===== src/rtl/qb_port_pkg.sv =====
// Package for the quasi-bidirectional port: timing slots, pin states, carriers
`default_nettype none
package qb_port_pkg;
    localparam int          PORT_WIDTH     = 8;
    localparam logic [7:0]  LATCH_RESET    = 8'hFF;
    localparam int          OSC_PERIOD_NS  = 40;
    localparam int          STRONG_PU_NS   = 80;
    // Strong pull-up lasts two oscillator periods
    localparam int          STRONG_PU_CYC  = (STRONG_PU_NS + OSC_PERIOD_NS - 1) / OSC_PERIOD_NS;
    localparam logic [2:0]  SLOT_LAST      = 3'h5;
    localparam logic [2:0]  SLOT_S1        = 3'h0;
    localparam logic [2:0]  SLOT_S5        = 3'h4;
    localparam logic [2:0]  SLOT_S6        = 3'h5;
    localparam logic [1:0]  STRONG_CNT_MAX = 2'(STRONG_PU_CYC);

    // Pin driver states, Gray along rise path
    typedef enum logic [2:0] {
        ST_INPUT_LOW   = 3'h0,
        ST_INPUT_HIGH  = 3'h1,
        ST_FORCED_HIGH = 3'h3,
        ST_OUTPUT_LOW  = 3'h2,
        ST_ANALOG_OFF  = 3'h6
    } pin_state_type;

    // CPU access request for one cycle
    typedef struct packed {
        logic       wr;
        logic       rd;
        logic       rmw;
        logic [7:0] wdata;
    } cpu_req_type;

    // Per-pin driver enables
    typedef struct packed {
        logic strong_pullup;
        logic weak_pullup;
        logic level_pullup;
        logic pulldown_driver;
    } drive_type;
endpackage
`default_nettype wire


===== src/rtl/quasi_bidir_port_control.sv =====
// Eight-bit quasi-bidirectional port latch, driver sequencing and pin sampling
//
// Operation
// - Latch zero to one: all three pull-ups on for two cycles, then steady high.
// - Rewriting one over one leaves drivers unchanged, no strong pulse.
// - Latch zero: output low, only pulldown driver on.
// - Latch one: weak pull-up on; level pull-up follows pin high level.
// - Analog select switches off all four drivers regardless of latch.
// - Reset sets every latch bit to one.
// - Latch written in S6P2; value reaches pin at next S3.
// - Output buffers sample latch only in S1P1, hold it for the rest of the machine cycle.
// - Pin reads sample pin level during state five.
// - Pin sampled once per machine cycle; edge when sample differs.
// - Read-modify-write accesses read the latch, not the pin.
// - Other port reads return sampled pin levels.
// - Bit operations read whole latch byte, write whole byte back.
// - Strong pulse lasts two oscillator periods, slots S3 and S4.
// - Alternate functions pass only while latch bit is one.
`default_nettype none
module quasi_bidir_port_control (
    // Clock and reset
    input  wire logic                    mclk,
    input  wire logic                    rst_n,
    // CPU side
    input  wire qb_port_pkg::cpu_req_type cpu_req,
    output var  logic [7:0]              rdata,
    output var  logic                    rvalid,
    output var  logic [7:0]              latch_q,
    // Alternate functions and analog select
    input  wire logic [7:0]              alt_out,
    input  wire logic [7:0]              analog_select_bits,
    output var  logic [7:0]              alt_in,
    output var  logic [7:0]              edge_flag,
    // Pins
    input  wire logic [7:0]              pin_in,
    output var  qb_port_pkg::drive_type [7:0] drive,
    output var  logic [2:0]              slot
);
    logic [2:0] slot_reg;
    logic [7:0] pin_meta_reg;
    logic [7:0] pin_sync_reg;
    logic [7:0] latch_reg;
    logic [7:0] latch_next;
    logic [7:0] buf_reg;
    logic [7:0] buf_prev_reg;
    logic [7:0] sample_reg;
    logic       wr_pend_reg;
    logic [7:0] wr_data_reg;
    logic [7:0] ana_meta_reg;
    logic [7:0] ana_sync_reg;

    // Six oscillator periods per machine cycle
    always_ff @(posedge mclk or negedge rst_n) begin
        if (!rst_n) begin
            slot_reg <= qb_port_pkg::SLOT_S1;
        end else if (slot_reg == qb_port_pkg::SLOT_LAST) begin
            slot_reg <= qb_port_pkg::SLOT_S1;
        end else begin
            slot_reg <= slot_reg + 3'h1;
        end
    end
    assign slot = slot_reg;

    // Pin and analog select synchronisers
    always_ff @(posedge mclk or negedge rst_n) begin
        if (!rst_n) begin
            pin_meta_reg <= 8'hFF;
            pin_sync_reg <= 8'hFF;
            ana_meta_reg <= 8'h00;
            ana_sync_reg <= 8'h00;
        end else begin
            pin_meta_reg <= pin_in;
            pin_sync_reg <= pin_meta_reg;
            ana_meta_reg <= analog_select_bits;
            ana_sync_reg <= ana_meta_reg;
        end
    end

    // whole byte merged
    // Bit operations already come merged as a full byte from the CPU
    always_comb begin
        latch_next = latch_reg;
        if (wr_pend_reg && slot_reg == qb_port_pkg::SLOT_S6) begin
            latch_next = wr_data_reg;
        end
    end

    // Hold a write until the final slot of the cycle
    always_ff @(posedge mclk or negedge rst_n) begin
        if (!rst_n) begin
            wr_pend_reg <= 1'b0;
            wr_data_reg <= 8'h00;
        end else if (cpu_req.wr) begin
            wr_pend_reg <= 1'b1;
            wr_data_reg <= cpu_req.wdata;
        end else if (slot_reg == qb_port_pkg::SLOT_S6) begin
            wr_pend_reg <= 1'b0;
        end
    end

    always_ff @(posedge mclk or negedge rst_n) begin
        if (!rst_n) begin
            latch_reg <= qb_port_pkg::LATCH_RESET;
        end else begin
            latch_reg <= latch_next;
        end
    end
    assign latch_q = latch_reg;

    // buffer samples at S1P1 only
    // Buffer copy lags latch one slot; the registered drivers put the change on the pin two slots after the latch
    always_ff @(posedge mclk or negedge rst_n) begin
        if (!rst_n) begin
            buf_reg      <= qb_port_pkg::LATCH_RESET;
            buf_prev_reg <= qb_port_pkg::LATCH_RESET;
        end else if (slot_reg == qb_port_pkg::SLOT_S1) begin
            buf_prev_reg <= buf_reg;
            buf_reg      <= latch_reg;
        end
    end

    // Per-bit driver sequencing
    generate
        for (genvar i = 0; i < qb_port_pkg::PORT_WIDTH; i++) begin : g_bit
            qb_port_pkg::pin_state_type st;
            always_comb begin
                if (ana_sync_reg[i]) begin
                    st = qb_port_pkg::ST_ANALOG_OFF;
                end else if (!buf_reg[i]) begin
                    st = qb_port_pkg::ST_OUTPUT_LOW;
                end else if (!buf_prev_reg[i] &&
                             (slot_reg == 3'h1 || slot_reg == 3'h2)) begin
                    st = qb_port_pkg::ST_FORCED_HIGH;
                end else if (pin_sync_reg[i]) begin
                    st = qb_port_pkg::ST_INPUT_HIGH;
                end else begin
                    st = qb_port_pkg::ST_INPUT_LOW;
                end
            end
            // Registered driver outputs
            always_ff @(posedge mclk or negedge rst_n) begin
                if (!rst_n) begin
                    drive[i] <= '{1'b0, 1'b1, 1'b0, 1'b0};
                end else begin
                    drive[i].strong_pullup   <= (st == qb_port_pkg::ST_FORCED_HIGH);
                    drive[i].weak_pullup     <= (st == qb_port_pkg::ST_FORCED_HIGH) ||
                                                (st == qb_port_pkg::ST_INPUT_HIGH) ||
                                                (st == qb_port_pkg::ST_INPUT_LOW);
                    drive[i].level_pullup    <= (st == qb_port_pkg::ST_FORCED_HIGH) ||
                                                (st == qb_port_pkg::ST_INPUT_HIGH);
                    drive[i].pulldown_driver <= (st == qb_port_pkg::ST_OUTPUT_LOW) ||
                                                (st != qb_port_pkg::ST_ANALOG_OFF &&
                                                 buf_reg[i] && !alt_out[i]);
                end
            end
        end
    endgenerate

    always_ff @(posedge mclk or negedge rst_n) begin
        if (!rst_n) begin
            sample_reg      <= 8'hFF;
            edge_flag       <= 8'h00;
            alt_in          <= 8'h00;
        end else if (slot_reg == qb_port_pkg::SLOT_S5) begin
            sample_reg      <= pin_sync_reg;
            edge_flag       <= pin_sync_reg ^ sample_reg;
            // alternate input only when latch one
            alt_in          <= pin_sync_reg & latch_reg;
        end else begin
            edge_flag       <= 8'h00;
        end
    end

    always_ff @(posedge mclk or negedge rst_n) begin
        if (!rst_n) begin
            rdata  <= 8'h00;
            rvalid <= 1'b0;
        end else begin
            rvalid <= cpu_req.rd;
            if (cpu_req.rd) begin
                rdata <= cpu_req.rmw ? latch_reg : sample_reg;
            end
        end
    end

    // Strong pulse only after a zero-to-one change
    property p_rise_only;
        @(posedge mclk) disable iff (!rst_n)
        drive[0].strong_pullup |-> ($past(buf_prev_reg[0]) == 1'b0);
    endproperty
    a_rise_only: assert property (p_rise_only) else $error("strong pull-up without rise");

    property p_low_state;
        @(posedge mclk) disable iff (!rst_n)
        (!buf_reg[0] && !ana_sync_reg[0]) |=> (drive[0].pulldown_driver && !drive[0].weak_pullup);
    endproperty
    a_low_state: assert property (p_low_state) else $error("output low wrong");

    property p_analog_off;
        @(posedge mclk) disable iff (!rst_n)
        ana_sync_reg[0] |=> (drive[0] == 4'h0);
    endproperty
    a_analog_off: assert property (p_analog_off) else $error("analog drivers on");

    property p_rmw_latch;
        @(posedge mclk) disable iff (!rst_n)
        (cpu_req.rd && cpu_req.rmw) |=> (rdata == $past(latch_reg));
    endproperty
    a_rmw_latch: assert property (p_rmw_latch) else $error("rmw read not latch");

    property p_pin_read;
        @(posedge mclk) disable iff (!rst_n)
        (cpu_req.rd && !cpu_req.rmw) |=> (rdata == $past(sample_reg));
    endproperty
    a_pin_read: assert property (p_pin_read) else $error("pin read not sample");

    property p_latch_slot;
        @(posedge mclk) disable iff (!rst_n)
        (latch_reg != $past(latch_reg)) |-> ($past(slot_reg) == qb_port_pkg::SLOT_S6);
    endproperty
    a_latch_slot: assert property (p_latch_slot) else $error("latch changed off slot");

    property p_buf_slot;
        @(posedge mclk) disable iff (!rst_n)
        (buf_reg != $past(buf_reg)) |-> ($past(slot_reg) == qb_port_pkg::SLOT_S1);
    endproperty
    a_buf_slot: assert property (p_buf_slot) else $error("buffer sampled off phase");

    property p_edge_slot;
        @(posedge mclk) disable iff (!rst_n)
        (edge_flag != 8'h00) |-> ($past(slot_reg) == qb_port_pkg::SLOT_S5);
    endproperty
    a_edge_slot: assert property (p_edge_slot) else $error("edge off sample slot");
endmodule
`default_nettype wire


===== config.mk =====
export PLATFORM = sky130hd
export DESIGN_NAME = quasi_bidir_port_control
export DESIGN_NICKNAME = d
export VERILOG_FILES = /design/src/rtl/qb_port_pkg.sv /design/src/rtl/quasi_bidir_port_control.sv
export SDC_FILE = /design/constraint.sdc
export NUM_CORES = 1
export LEC_CHECK = 0
export ABC_CLOCK_PERIOD_IN_PS = 1900
export BUFFER_PORTS_ARGS = -buffer_cell sky130_fd_sc_hd__buf_2
export CORE_ASPECT_RATIO = 0.75
export CORE_MARGIN = 4
export CORE_UTILIZATION = 35
export DETAILED_ROUTE_END_ITERATION = 16
export PLACE_DENSITY_LB_ADDON = 0.25
export SLEW_MARGIN = 5
export SYNTH_ARGS = -nofsm -noshare
export SYNTH_HDL_FRONTEND = slang
export SYNTH_SLANG_ARGS = --single-unit

===== constraint.sdc =====
create_clock -name mclk -period 1.9 [get_ports mclk]
set_input_delay 0.38 -clock mclk [delete_from_list [all_inputs] [get_ports mclk]]
set_output_delay 0.38 -clock mclk [all_outputs]
set_load 0.02 [all_outputs]

==> results of run 1 <==
-- worst min path at each step --
stage          cells past startpoint                   endpoint  slack (ns)
6_report                           1  pin_meta_reg[0]$_DFF_PN1_        0.07
5_1_grt                            1  pin_meta_reg[4]$_DFF_PN1_        0.04
4_1_cts                            1  pin_meta_reg[4]$_DFF_PN1_        0.04
3_5_place_dp                       1        drive[24]$_DFF_PN0_        0.19
3_3_place_gp                       1        drive[24]$_DFF_PN0_        0.19
2_1_floorplan                      0      alt_in[0]$_DFFE_PN0P_        0.08
-- final cells by class --
cell class	instances	area share
clock buffers	19	0.0718
multi-input cells	147	0.194
inverters	9	0.00548
clock inverters	13	0.0371
repair buffers	117	0.106
well taps	171	0.0347
flip-flops and latches	133	0.551
-- metrics by stage --
step | utilization | total power, mW | hold WS, ns
after floorplan | - | 3.54 | 0.0844
after global placement | 0.421 | 3.79 | 0.185
after detailed placement | 0.421 | 3.81 | 0.185
after CTS | 0.474 | 7.54 | 0.0416
after global routing | 0.474 | 7.75 | 0.0376
final | 0.474 | 7.42 | 0.0665
-- logic make-up after synthesis --
group / after synthesis / synth area share
flops: 133 / 0.726
simple gates: 55 / 0.0642
xor+xnor: 9 / 0.0168
mux: 58 / 0.137
buf+inv: 21 / 0.0225
compound gates: 25 / 0.0337
-- placed cells by master, fill, tap and decap left out, drive strengths merged --
cell | Yosys | layout
clkinv | 0 | 6
nor3 | 1 | 1
a21oi | 16 | 16
nand2 | 9 | 9
or3b | 1 | 1
buf | 7 | 116
dfstp | 56 | 56
clkinvlp | 0 | 1
a21o | 1 | 1
nand4b | 1 | 1
clkbuf | 5 | 19
bufinv | 0 | 6
mux2 | 41 | 41
nor2 | 25 | 25
dfrtp | 77 | 77
nor3b | 1 | 1
o2bb2ai | 8 | 8
nor2b | 8 | 8
xnor2 | 9 | 9
nand3b | 1 | 1
mux2i | 17 | 17
or4b | 8 | 8
dlygate4sd3 | 0 | 1
inv | 9 | 9
-- where the power goes --
group	switching, mW	internal [mW]
logic	0.300	0.227
registers	0.128	3.10
clock network	1.17	2.49
total	1.60	5.82
-- layer usage --
metal | wire length, microns | part of all wire | track usage
met3 | 682 | 0.069 | 0.0570
met2 | 4340 | 0.44 | 0.204
met5 | 0 | 0 | 0
met4 | 147 | 0.015 | 0.0575
met1 | 4700 | 0.48 | 0.186
==> metrics, run 1 <==
status completed; synthesized area 0.00468 sq mm; Seq. cell area 0.00340 sq mm; largest net degree at the start of global routing 70; Finished Layout Cells 609; clk_lat worst skew 0.41 ns; first-pass GRT wire length 15800 microns; leading cell types by count after synthesis dfrtp_1, dfstp_2, mux2_2; Least-Margin Pin Slew 0.572 ns; Top Family by Delay on Critical Path flip-flops; Worst R2R Setup Slack 0.30 ns; cell area power density 1200 mW/mm^2; # port buffers 104; Layout area overhead 31.7%; depth of the most critical reg-to-reg path 4; flops & latches, synth 133; most common cell in the netlist dfrtp_1; Avg Inst Size Synth 15.5 sq um; endpoints failing hold 0; Max Slew Vio Count 0; layout cells sized above 1 0.568; ys async rst share 1.00; Die X 142 microns; Max stage delay cell, worst path dfrtp_1; worst setup path end slot[2]; Inserted Clock Buffers 17; CTS Buffer Depth 2; routed wire length 9870 microns; ys flop type dfrtp_1; height of the die 108 microns; reg-to-reg critical path startpoint slot[2]$_DFF_PN0_; Synth top area share 0.412; initial antenna violation count 0; setup repair bufs after CTS 0; Final Critical Period 1.63 ns; Synth area leader dfrtp_1; DRC marker count from the first detailed-route iteration 72; placed insts 576; largest cells by area after synthesis dfrtp_1, dfstp_2, mux2_2; GRT Util Overall 0.140; Tcrit/Tclk final 0.855; maximum vdd drop 0.000725 V; Post-synth EDFFs 0; Synthesized Nets 338; CTS H-tree depth 4; residual DRC count 0; cells along the critical path buf_4 -> buf_2; IO Count 105; Clk pin slew, worst setup/hold paths 0.05 ns; CP Max Fanout 7; Slew headroom 0.619; CP startpoint kind flip-flop; Area after DPL 0.00548 sq mm; CP Class reg -> out; Critical Path Source slot[2]$_DFF_PN0_; reg2reg end sample_reg[0]$_DFFE_PN1P_; Crit path largest cell delay 0.48 ns; Worst Min Path Start pin_in[0]; Post-DRT Antenna Nets 0; NumNets Final 462; Clock Sinks 133; setup TNS 0 ns; # diodes 0; PostCTS Resize Cnt 0; clock skew 0.00656 ns; Root Buffer clkbuf_16; Setup WS post-layout 0.275 ns; CP bufs+invs 2; CP required 1.52 ns; Via density 4.44; hold buffer count at cts 1; Worst setup EP type primary output; Synth Instances 301; library cells used by synthesis 24; Setup violations, final 0; core area 0.0130 sq mm; final RePlAce weighted congestion 0.726; die area 0.0153 sq mm; vias in the first global route 2863; Max Cap Viol 0; Multi-input gate area 0.00119 sq mm; Vias 2706; 1st-pass router iterations 4; CTS tree built; Hold Path Class in -> reg; Layout fillers 1183; GRT Residual Overflow 0; Largest Register drive; RSZ-0062 raised after global routing false; fmax 615 MHz; WP depth 2; Pleak 2.88 nW; WL/cell 16.2 microns; design area 0.00616 sq mm; Place WS 0.299 ns; Starting Density 0.359; max reg flops 32; Synth warnings 0; row cnt 36; Critical Path AT 1.25 ns; sequential element share of the synthesized area 0.726; Post-DP HPWL 6740 microns
No activity file was read; power rests on OpenSTA's default activity.
==> run 2: changes to the inputs <==
--- a/config.mk
+++ b/config.mk
@@ -5,7 +5,7 @@
 export SDC_FILE = /design/constraint.sdc
 export NUM_CORES = 1
 export LEC_CHECK = 0
-export ABC_CLOCK_PERIOD_IN_PS = 1900
+export ABC_CLOCK_PERIOD_IN_PS = 1400
 export BUFFER_PORTS_ARGS = -buffer_cell sky130_fd_sc_hd__buf_2
 export CORE_ASPECT_RATIO = 0.75
 export CORE_MARGIN = 4
==> constraint.sdc (replaced) <==
create_clock -name mclk -period 1.4 [get_ports mclk]
set_input_delay 0.28 -clock mclk [delete_from_list [all_inputs] [get_ports mclk]]
set_output_delay 0.28 -clock mclk [all_outputs]
set_load 0.02 [all_outputs]
==> run 2 against run 1 <==
- the flow now finishes with violations (setup timing)
- final area rose by 8.8%
- power rose by 29%
- worst hold slack got worse by 0.032 ns
- final cell count rose by 7.4%
- core utilization rose by 4.2 points
- worst setup slack got worse by 0.30 ns
- flip-flop and latch count did not move
- combinational power rose by 78%
- routed wire length rose by 8.7%
- critical endpoint is now sample_reg[4]$_DFFE_PN1P_
==> metrics, run 2 (same netlist as run 1, synthesis figures left out) <==
# diodes 0 (unchanged); Max Slew Vio Count 0 (unchanged); commonest non-fill, non-tap cells in the layout buf_2, dfrtp_1, dfstp_2; Largest Register drive; Pleak 3.13 nW (+8.8%); sw frac 0.241 (+0.0249); fmax 702 MHz; cell area power density 1420 mW/mm^2 (+18%); CTS Buffer Depth 2 (unchanged); maximum vdd drop 0.000819 V (+13%); Critical Path AT 1.76 ns (+0.51 ns); Least-Margin Pin Slew 0.364 ns (-0.208 ns); Die X 142 microns (unchanged); die area 0.0153 sq mm (unchanged); WL/cell 16.4 microns (+1.2%); # port buffers 104 (unchanged); vias in the first global route 3068 (+7.2%); Inserted Clock Buffers 17 (unchanged); CTS H-tree depth 4 (unchanged); CP startpoint kind flip-flop; Worst Min Path Start alt_out[0]; Via density 4.49 (+1.0%); Clk pin slew, worst setup/hold paths 0.06 ns (about the same); setup TNS -0.0669 ns (-0.0669 ns); endpoints failing hold 0 (unchanged); Clock Power Share 0.444 (-0.050); sequential power share 0.457 (+0.022); clock skew 0.00549 ns (-0.00107 ns); Hold Path Class in -> reg; DRC marker count from the first detailed-route iteration 108 (+50%); Setup WS post-layout -0.0242 ns (-0.299 ns); NumNets Final 507 (+9.7%); Slew headroom 0.758 (+0.139); height of the die 108 microns (unchanged); depth of the most critical reg-to-reg path 3 (-1); routed wire length 10700 microns (+8.7%); residual DRC count 0 (unchanged); IO Count 105 (unchanged); CTS tree built; RSZ-0062 raised after global routing true; clk_lat worst skew 0.41 ns (about the same); Clock Sinks 133 (unchanged); CP Class reg -> reg; max reg flops 32 (unchanged); GRT Residual Overflow 0 (unchanged); Starting Density 0.359 (unchanged); first-pass GRT wire length 16900 microns (+7.5%); CP required 1.74 ns (+0.22 ns); Post-DP HPWL 7320 microns (+8.6%); GRT Util Overall 0.147 (+0.00719); final RePlAce weighted congestion 0.759 (+4.5%); Max Cap Viol 0 (unchanged); 1st-pass router iterations 4 (unchanged); CP Max Fanout 8 (+1); failing checks setup timing; largest net degree at the start of global routing 41 (-41%); Worst setup EP type flip-flop; reg-to-reg critical path startpoint slot[2]$_DFF_PN0_; Tcrit/Tclk final 1.02; placed insts 591 (+2.6%); Worst R2R Setup Slack -0.02 ns (-0.32 ns); Comb pwr share 0.099 (+0.028); cell-internal power 7.24 mW (+24%); layout cells sized above 1 0.613 (+0.0443); Net Switching 2.30 mW (+43%); Final Critical Period 1.42 ns; Worst Hold Depth 2 (+1); Hold Path End drive[0]$_DFF_PN0_; status finished with violations; row cnt 36 (unchanged); Vias 2936 (+8.5%); Setup violations, final 6 (+6); Post-DRT Antenna Nets 0 (unchanged); core area 0.0130 sq mm (unchanged); Layout area overhead 43.4%; Layout fillers 1130 (-4.5%); commonest non-fill, non-tap cell in the layout buf_2; Root Buffer clkbuf_16; reg2reg end sample_reg[4]$_DFFE_PN1P_; Finished Layout Cells 654 (+7.4%); initial antenna violation count 0 (unchanged)
## run 2: cell count changes in the layout (fill, tap and decap cells not counted), sizes merged
| cell | previous run | this run |
|---|---|---|
| inv | 9 | 11 |
| buf | 116 | 145 |
| clkinv | 6 | 3 |
| bufinv | 6 | 1 |
| clkbuf | 19 | 21 |
| clkinvlp | 1 | 5 |
| dlygate4sd3 | 1 | 17 |
## run 2: routing by layer
| layer | routed length [microns] | share of wire | vias to the layer above | GRT usage |
|---|---|---|---|---|
| met5 | 0 | 0 | - | 0 |
| met4 | 69 | 0.0064 | 0 | 0.0390 |
| met3 | 717 | 0.067 | 6 | 0.0588 |
| met2 | 4750 | 0.44 | 75 | 0.204 |
| met1 | 5190 | 0.48 | 1493 | 0.214 |
| li1 | - | - | 1362 | - |
## run 2: power by group through the flow
stage,sequential (mW),combinational (mW),clock [mW]
after floorplan,4.54,0.276,0
after global placement,4.43,0.780,0
after detailed placement,4.44,0.795,0
after CTS,4.35,0.928,4.33
after global routing,4.39,1.03,4.53
final,4.36,0.940,4.24
## run 2: worst max path at each step
stage	from	endpoint	slack, ns	cells past startpoint
floorplan	slot[1]$_DFF_PN0_	sample_reg[3]$_DFFE_PN1P_	-0.18	5
global placement	slot[2]$_DFF_PN0_	sample_reg[4]$_DFFE_PN1P_	-0.02	3
global route	slot[2]$_DFF_PN0_	alt_in[3]$_DFFE_PN0P_	-0.08	5
CTS	slot[2]$_DFF_PN0_	sample_reg[5]$_DFFE_PN1P_	-0.04	4
detailed placement	slot[2]$_DFF_PN0_	sample_reg[4]$_DFFE_PN1P_	-0.03	3
finish	slot[2]$_DFF_PN0_	sample_reg[4]$_DFFE_PN1P_	-0.02	3
## run 2: repair_timing
item | in CTS | in global routing
gates cloned | 0 | 1
gates resized for setup | 22 | 32
hold endpoints to repair | 35 | 0
hold buffers | 17 | 0
endpoints found under the setup margin | 28 | 51
pin swaps | 3 | 7
setup buffers | 11 | 2
## run 2: stage by stage
stage               setup slack, ns   util  hold slack [ns]  cell area [sq um]  power (mW)
detailed placement          -0.0337  0.436            0.195               5670        5.23
floorplan                    -0.179      -          -0.0156               4730        4.82
finish                      -0.0242  0.515           0.0346               6710        9.54
global placement            -0.0162  0.436            0.193               5670        5.21
global route                -0.0815  0.515           0.0196               6710        9.94
CTS                         -0.0350  0.504           0.0209               6570        9.61
## run 2: layout make-up
class	instances	area (sq um)	area share
clock buffers	21	470	0.0701
flip-flops and latches	133	3400	0.507
multi-input cells	147	1320	0.197
well taps	171	214	0.0319
inverters	9	33.8	0.00503
clock inverters	11	100	0.0149
repair buffers	162	1170	0.174
## run 2: critical path: stages, from the launching register on
cell	delay, ns
dfrtp_2	0.48
or3b_4	0.44
buf_12	0.15
mux2_4	0.29
==> run 3: changes to the inputs <==
--- a/config.mk
+++ b/config.mk
@@ -11,7 +11,9 @@
 export CORE_MARGIN = 4
 export CORE_UTILIZATION = 35
 export DETAILED_ROUTE_END_ITERATION = 16
-export PLACE_DENSITY_LB_ADDON = 0.25
+export PLACE_DENSITY = 0.56
+export REMOVE_ABC_BUFFERS = 1
+export SKIP_CTS_REPAIR_TIMING = 1
 export SLEW_MARGIN = 5
 export SYNTH_ARGS = -nofsm -noshare
 export SYNTH_HDL_FRONTEND = slang
==> run 3 against run 2 <==
- the flow still finishes with violations (setup timing)
- sequential power about the same
- clock power up 1%
- final area up 1.0%
- worst setup slack worse by 0.080 ns
- worst hold slack better by 0.0095 ns
- sequential share of layout area down 0.51 points
- count of clock-buffer cells in the layout up 3
==> metrics, run 3 (same netlist as run 1, synthesis figures left out) <==
status finished with violations; failing checks setup timing; Post-DRT Antenna Nets 0 (unchanged); initial antenna violation count 1 (+1); Clk pin slew, worst setup/hold paths 0.05 ns (about the same); Crit path largest cell delay 0.44 ns (-0.04 ns); Setup violations, final 25 (+19); clk_lat worst skew 0.40 ns (about the same); total chip power 9.59 mW (+0.58%); CTS H-tree depth 4 (unchanged); GRT Residual Overflow 0 (unchanged); GRT Util Overall 0.138 (-0.00890); DRC marker count from the first detailed-route iteration 75 (-31%); Critical Path Source slot[1]$_DFF_PN0_; Least-Margin Pin Slew 0.433 ns (+0.0688 ns); residual DRC count 0 (unchanged); WL/cell 16.0 microns (-2.7%); Slew headroom 0.712 (-0.0459); commonest non-fill, non-tap cell in the layout buf_2; fmax 665 MHz (-5.3%); Top Family by Delay on Critical Path flip-flops; Layout area overhead 44.8%; Layout fillers 1117 (-1.2%); row cnt 36 (unchanged); vias in the first global route 3023 (-1.5%); Hold Path Class in -> reg; first-pass GRT wire length 16000 microns (-5.7%); CP required 1.12 ns (-0.62 ns); routed wire length 10500 microns (-1.9%); CTS Buffer Depth 2 (unchanged); Root Buffer clkbuf_16; Place WS -0.104 ns (-0.0703 ns); reg-to-reg critical path startpoint slot[0]$_DFF_PN0_; CP Max Fanout 5 (-3); cells along the critical path buf_6 -> buf_6 -> buf_6; Final Util 0.521 (+0.00519); Final Critical Period 1.50 ns (+0.0795 ns); largest net degree at the start of global routing 81 (+98%); Setup WS post-layout -0.104 ns (-0.0795 ns); layout cells sized above 1 0.609 (-0.00423); Largest Register drive; Worst setup EP type primary output; # diodes 0 (unchanged); CP startpoint kind flip-flop; Vias 2957 (+0.72%); Inserted Clock Buffers 17 (unchanged); Max stage delay cell, worst path dfrtp_2; endpoints failing hold 0 (unchanged); max reg flops 32 (unchanged); CP Class reg -> out; commonest non-fill, non-tap cells in the layout buf_2, dfrtp_1, dfstp_2; clock skew 0.00928 ns (+0.00379 ns); height of the die 108 microns (unchanged); most used cell, CP buf_6; NumNets Final 512 (+0.99%); CP bufs+invs 3 (+2); die area 0.0153 sq mm (unchanged); Via density 4.49 (about the same); final RePlAce weighted congestion 0.704 (-7.2%); Critical Path AT 1.22 ns (-0.54 ns); Worst Min Path Start alt_out[4]; RSZ-0062 raised after global routing true; Die X 142 microns (unchanged); Max Cap Viol 0 (unchanged); 1st-pass router iterations 4 (unchanged); IO Count 105 (unchanged); Clock Sinks 133 (unchanged); # port buffers 104 (unchanged); core area 0.0130 sq mm (unchanged); Tcrit/Tclk final 1.07 (+0.0568); CTS tree built; cell area power density 1420 mW/mm^2 (-0.42%); Pleak 3.17 nW (+1.2%); Post-DP HPWL 7010 microns (-4.2%); Starting Density 0.359 (unchanged); Max Slew Vio Count 0 (unchanged); maximum vdd drop 0.00103 V (+25%)
==> run 3: changes by cell type in the layout (fill, tap and decap cells not counted), moves of 2 or more <==
| cell | previous run | this run |
|---|---|---|
| mux2_2 | 25 | 23 |
| mux2_4 | 16 | 18 |
| inv_6 | 2 | 0 |
| clkbuf_1 | 1 | 4 |
| buf_12 | 5 | 2 |
| buf_6 | 21 | 29 |
| or4b_2 | 2 | 0 |
| clkinvlp_4 | 5 | 2 |
| or4b_1 | 0 | 3 |
==> run 3: cell type report <==
cell class              instances  area [sq um]  area share
well taps                     171           214      0.0316
clock buffers                  24           482      0.0711
inverters                       9          33.8     0.00498
flip-flops and latches        133          3400       0.502
repair buffers                167          1200       0.177
multi-input cells             147          1350       0.199
clock inverters                 8          98.8      0.0146
==> run 3: stage by stage <==
stage	instance area (sq um)	cells	hold slack, ns	setup TNS, ns
after floorplan	4610	289	-0.0156	-18.11
after global placement	5600	592	0.281	-1.40
after global routing	6780	659	0.0214	-2.86
after detailed placement	5600	592	0.278	-1.77
final	6780	659	0.0441	-1.04
after CTS	6180	624	-0.159	-3.10
==> run 3: path summary, 6_finish.rpt <==
path	to	slack, ns	cells after the start
hold reg to reg	ana_sync_reg[4]$_DFF_PN0_	0.35	0
setup / recovery	slot[1]	-0.10	3
min in group asynchronous	drive[8]$_DFF_PN0_	0.41	3
hold / removal	drive[16]$_DFF_PN0_	0.04	2
max in group asynchronous	pin_sync_reg[5]$_DFF_PN1_	0.56	3
setup reg to reg	sample_reg[3]$_DFFE_PN1P_	-0.08	4
==> run 3: metal layers <==
layer	vias to the layer above	track usage	routed length (microns)
li1	1378	-	-
met3	10	0.0575	651
met2	88	0.199	4700
met1	1479	0.191	5080
met5	-	0	12
met4	2	0.0432	77
==> run 3: power by group <==
part	total [mW]	leakage [nW]	internal [mW]	switching [mW]
Sequential	4.36	1.55	4.20	0.162
Combinational	0.932	1.34	0.465	0.467
Clock	4.30	0.280	2.76	1.54
Total	9.59	3.17	7.42	2.17
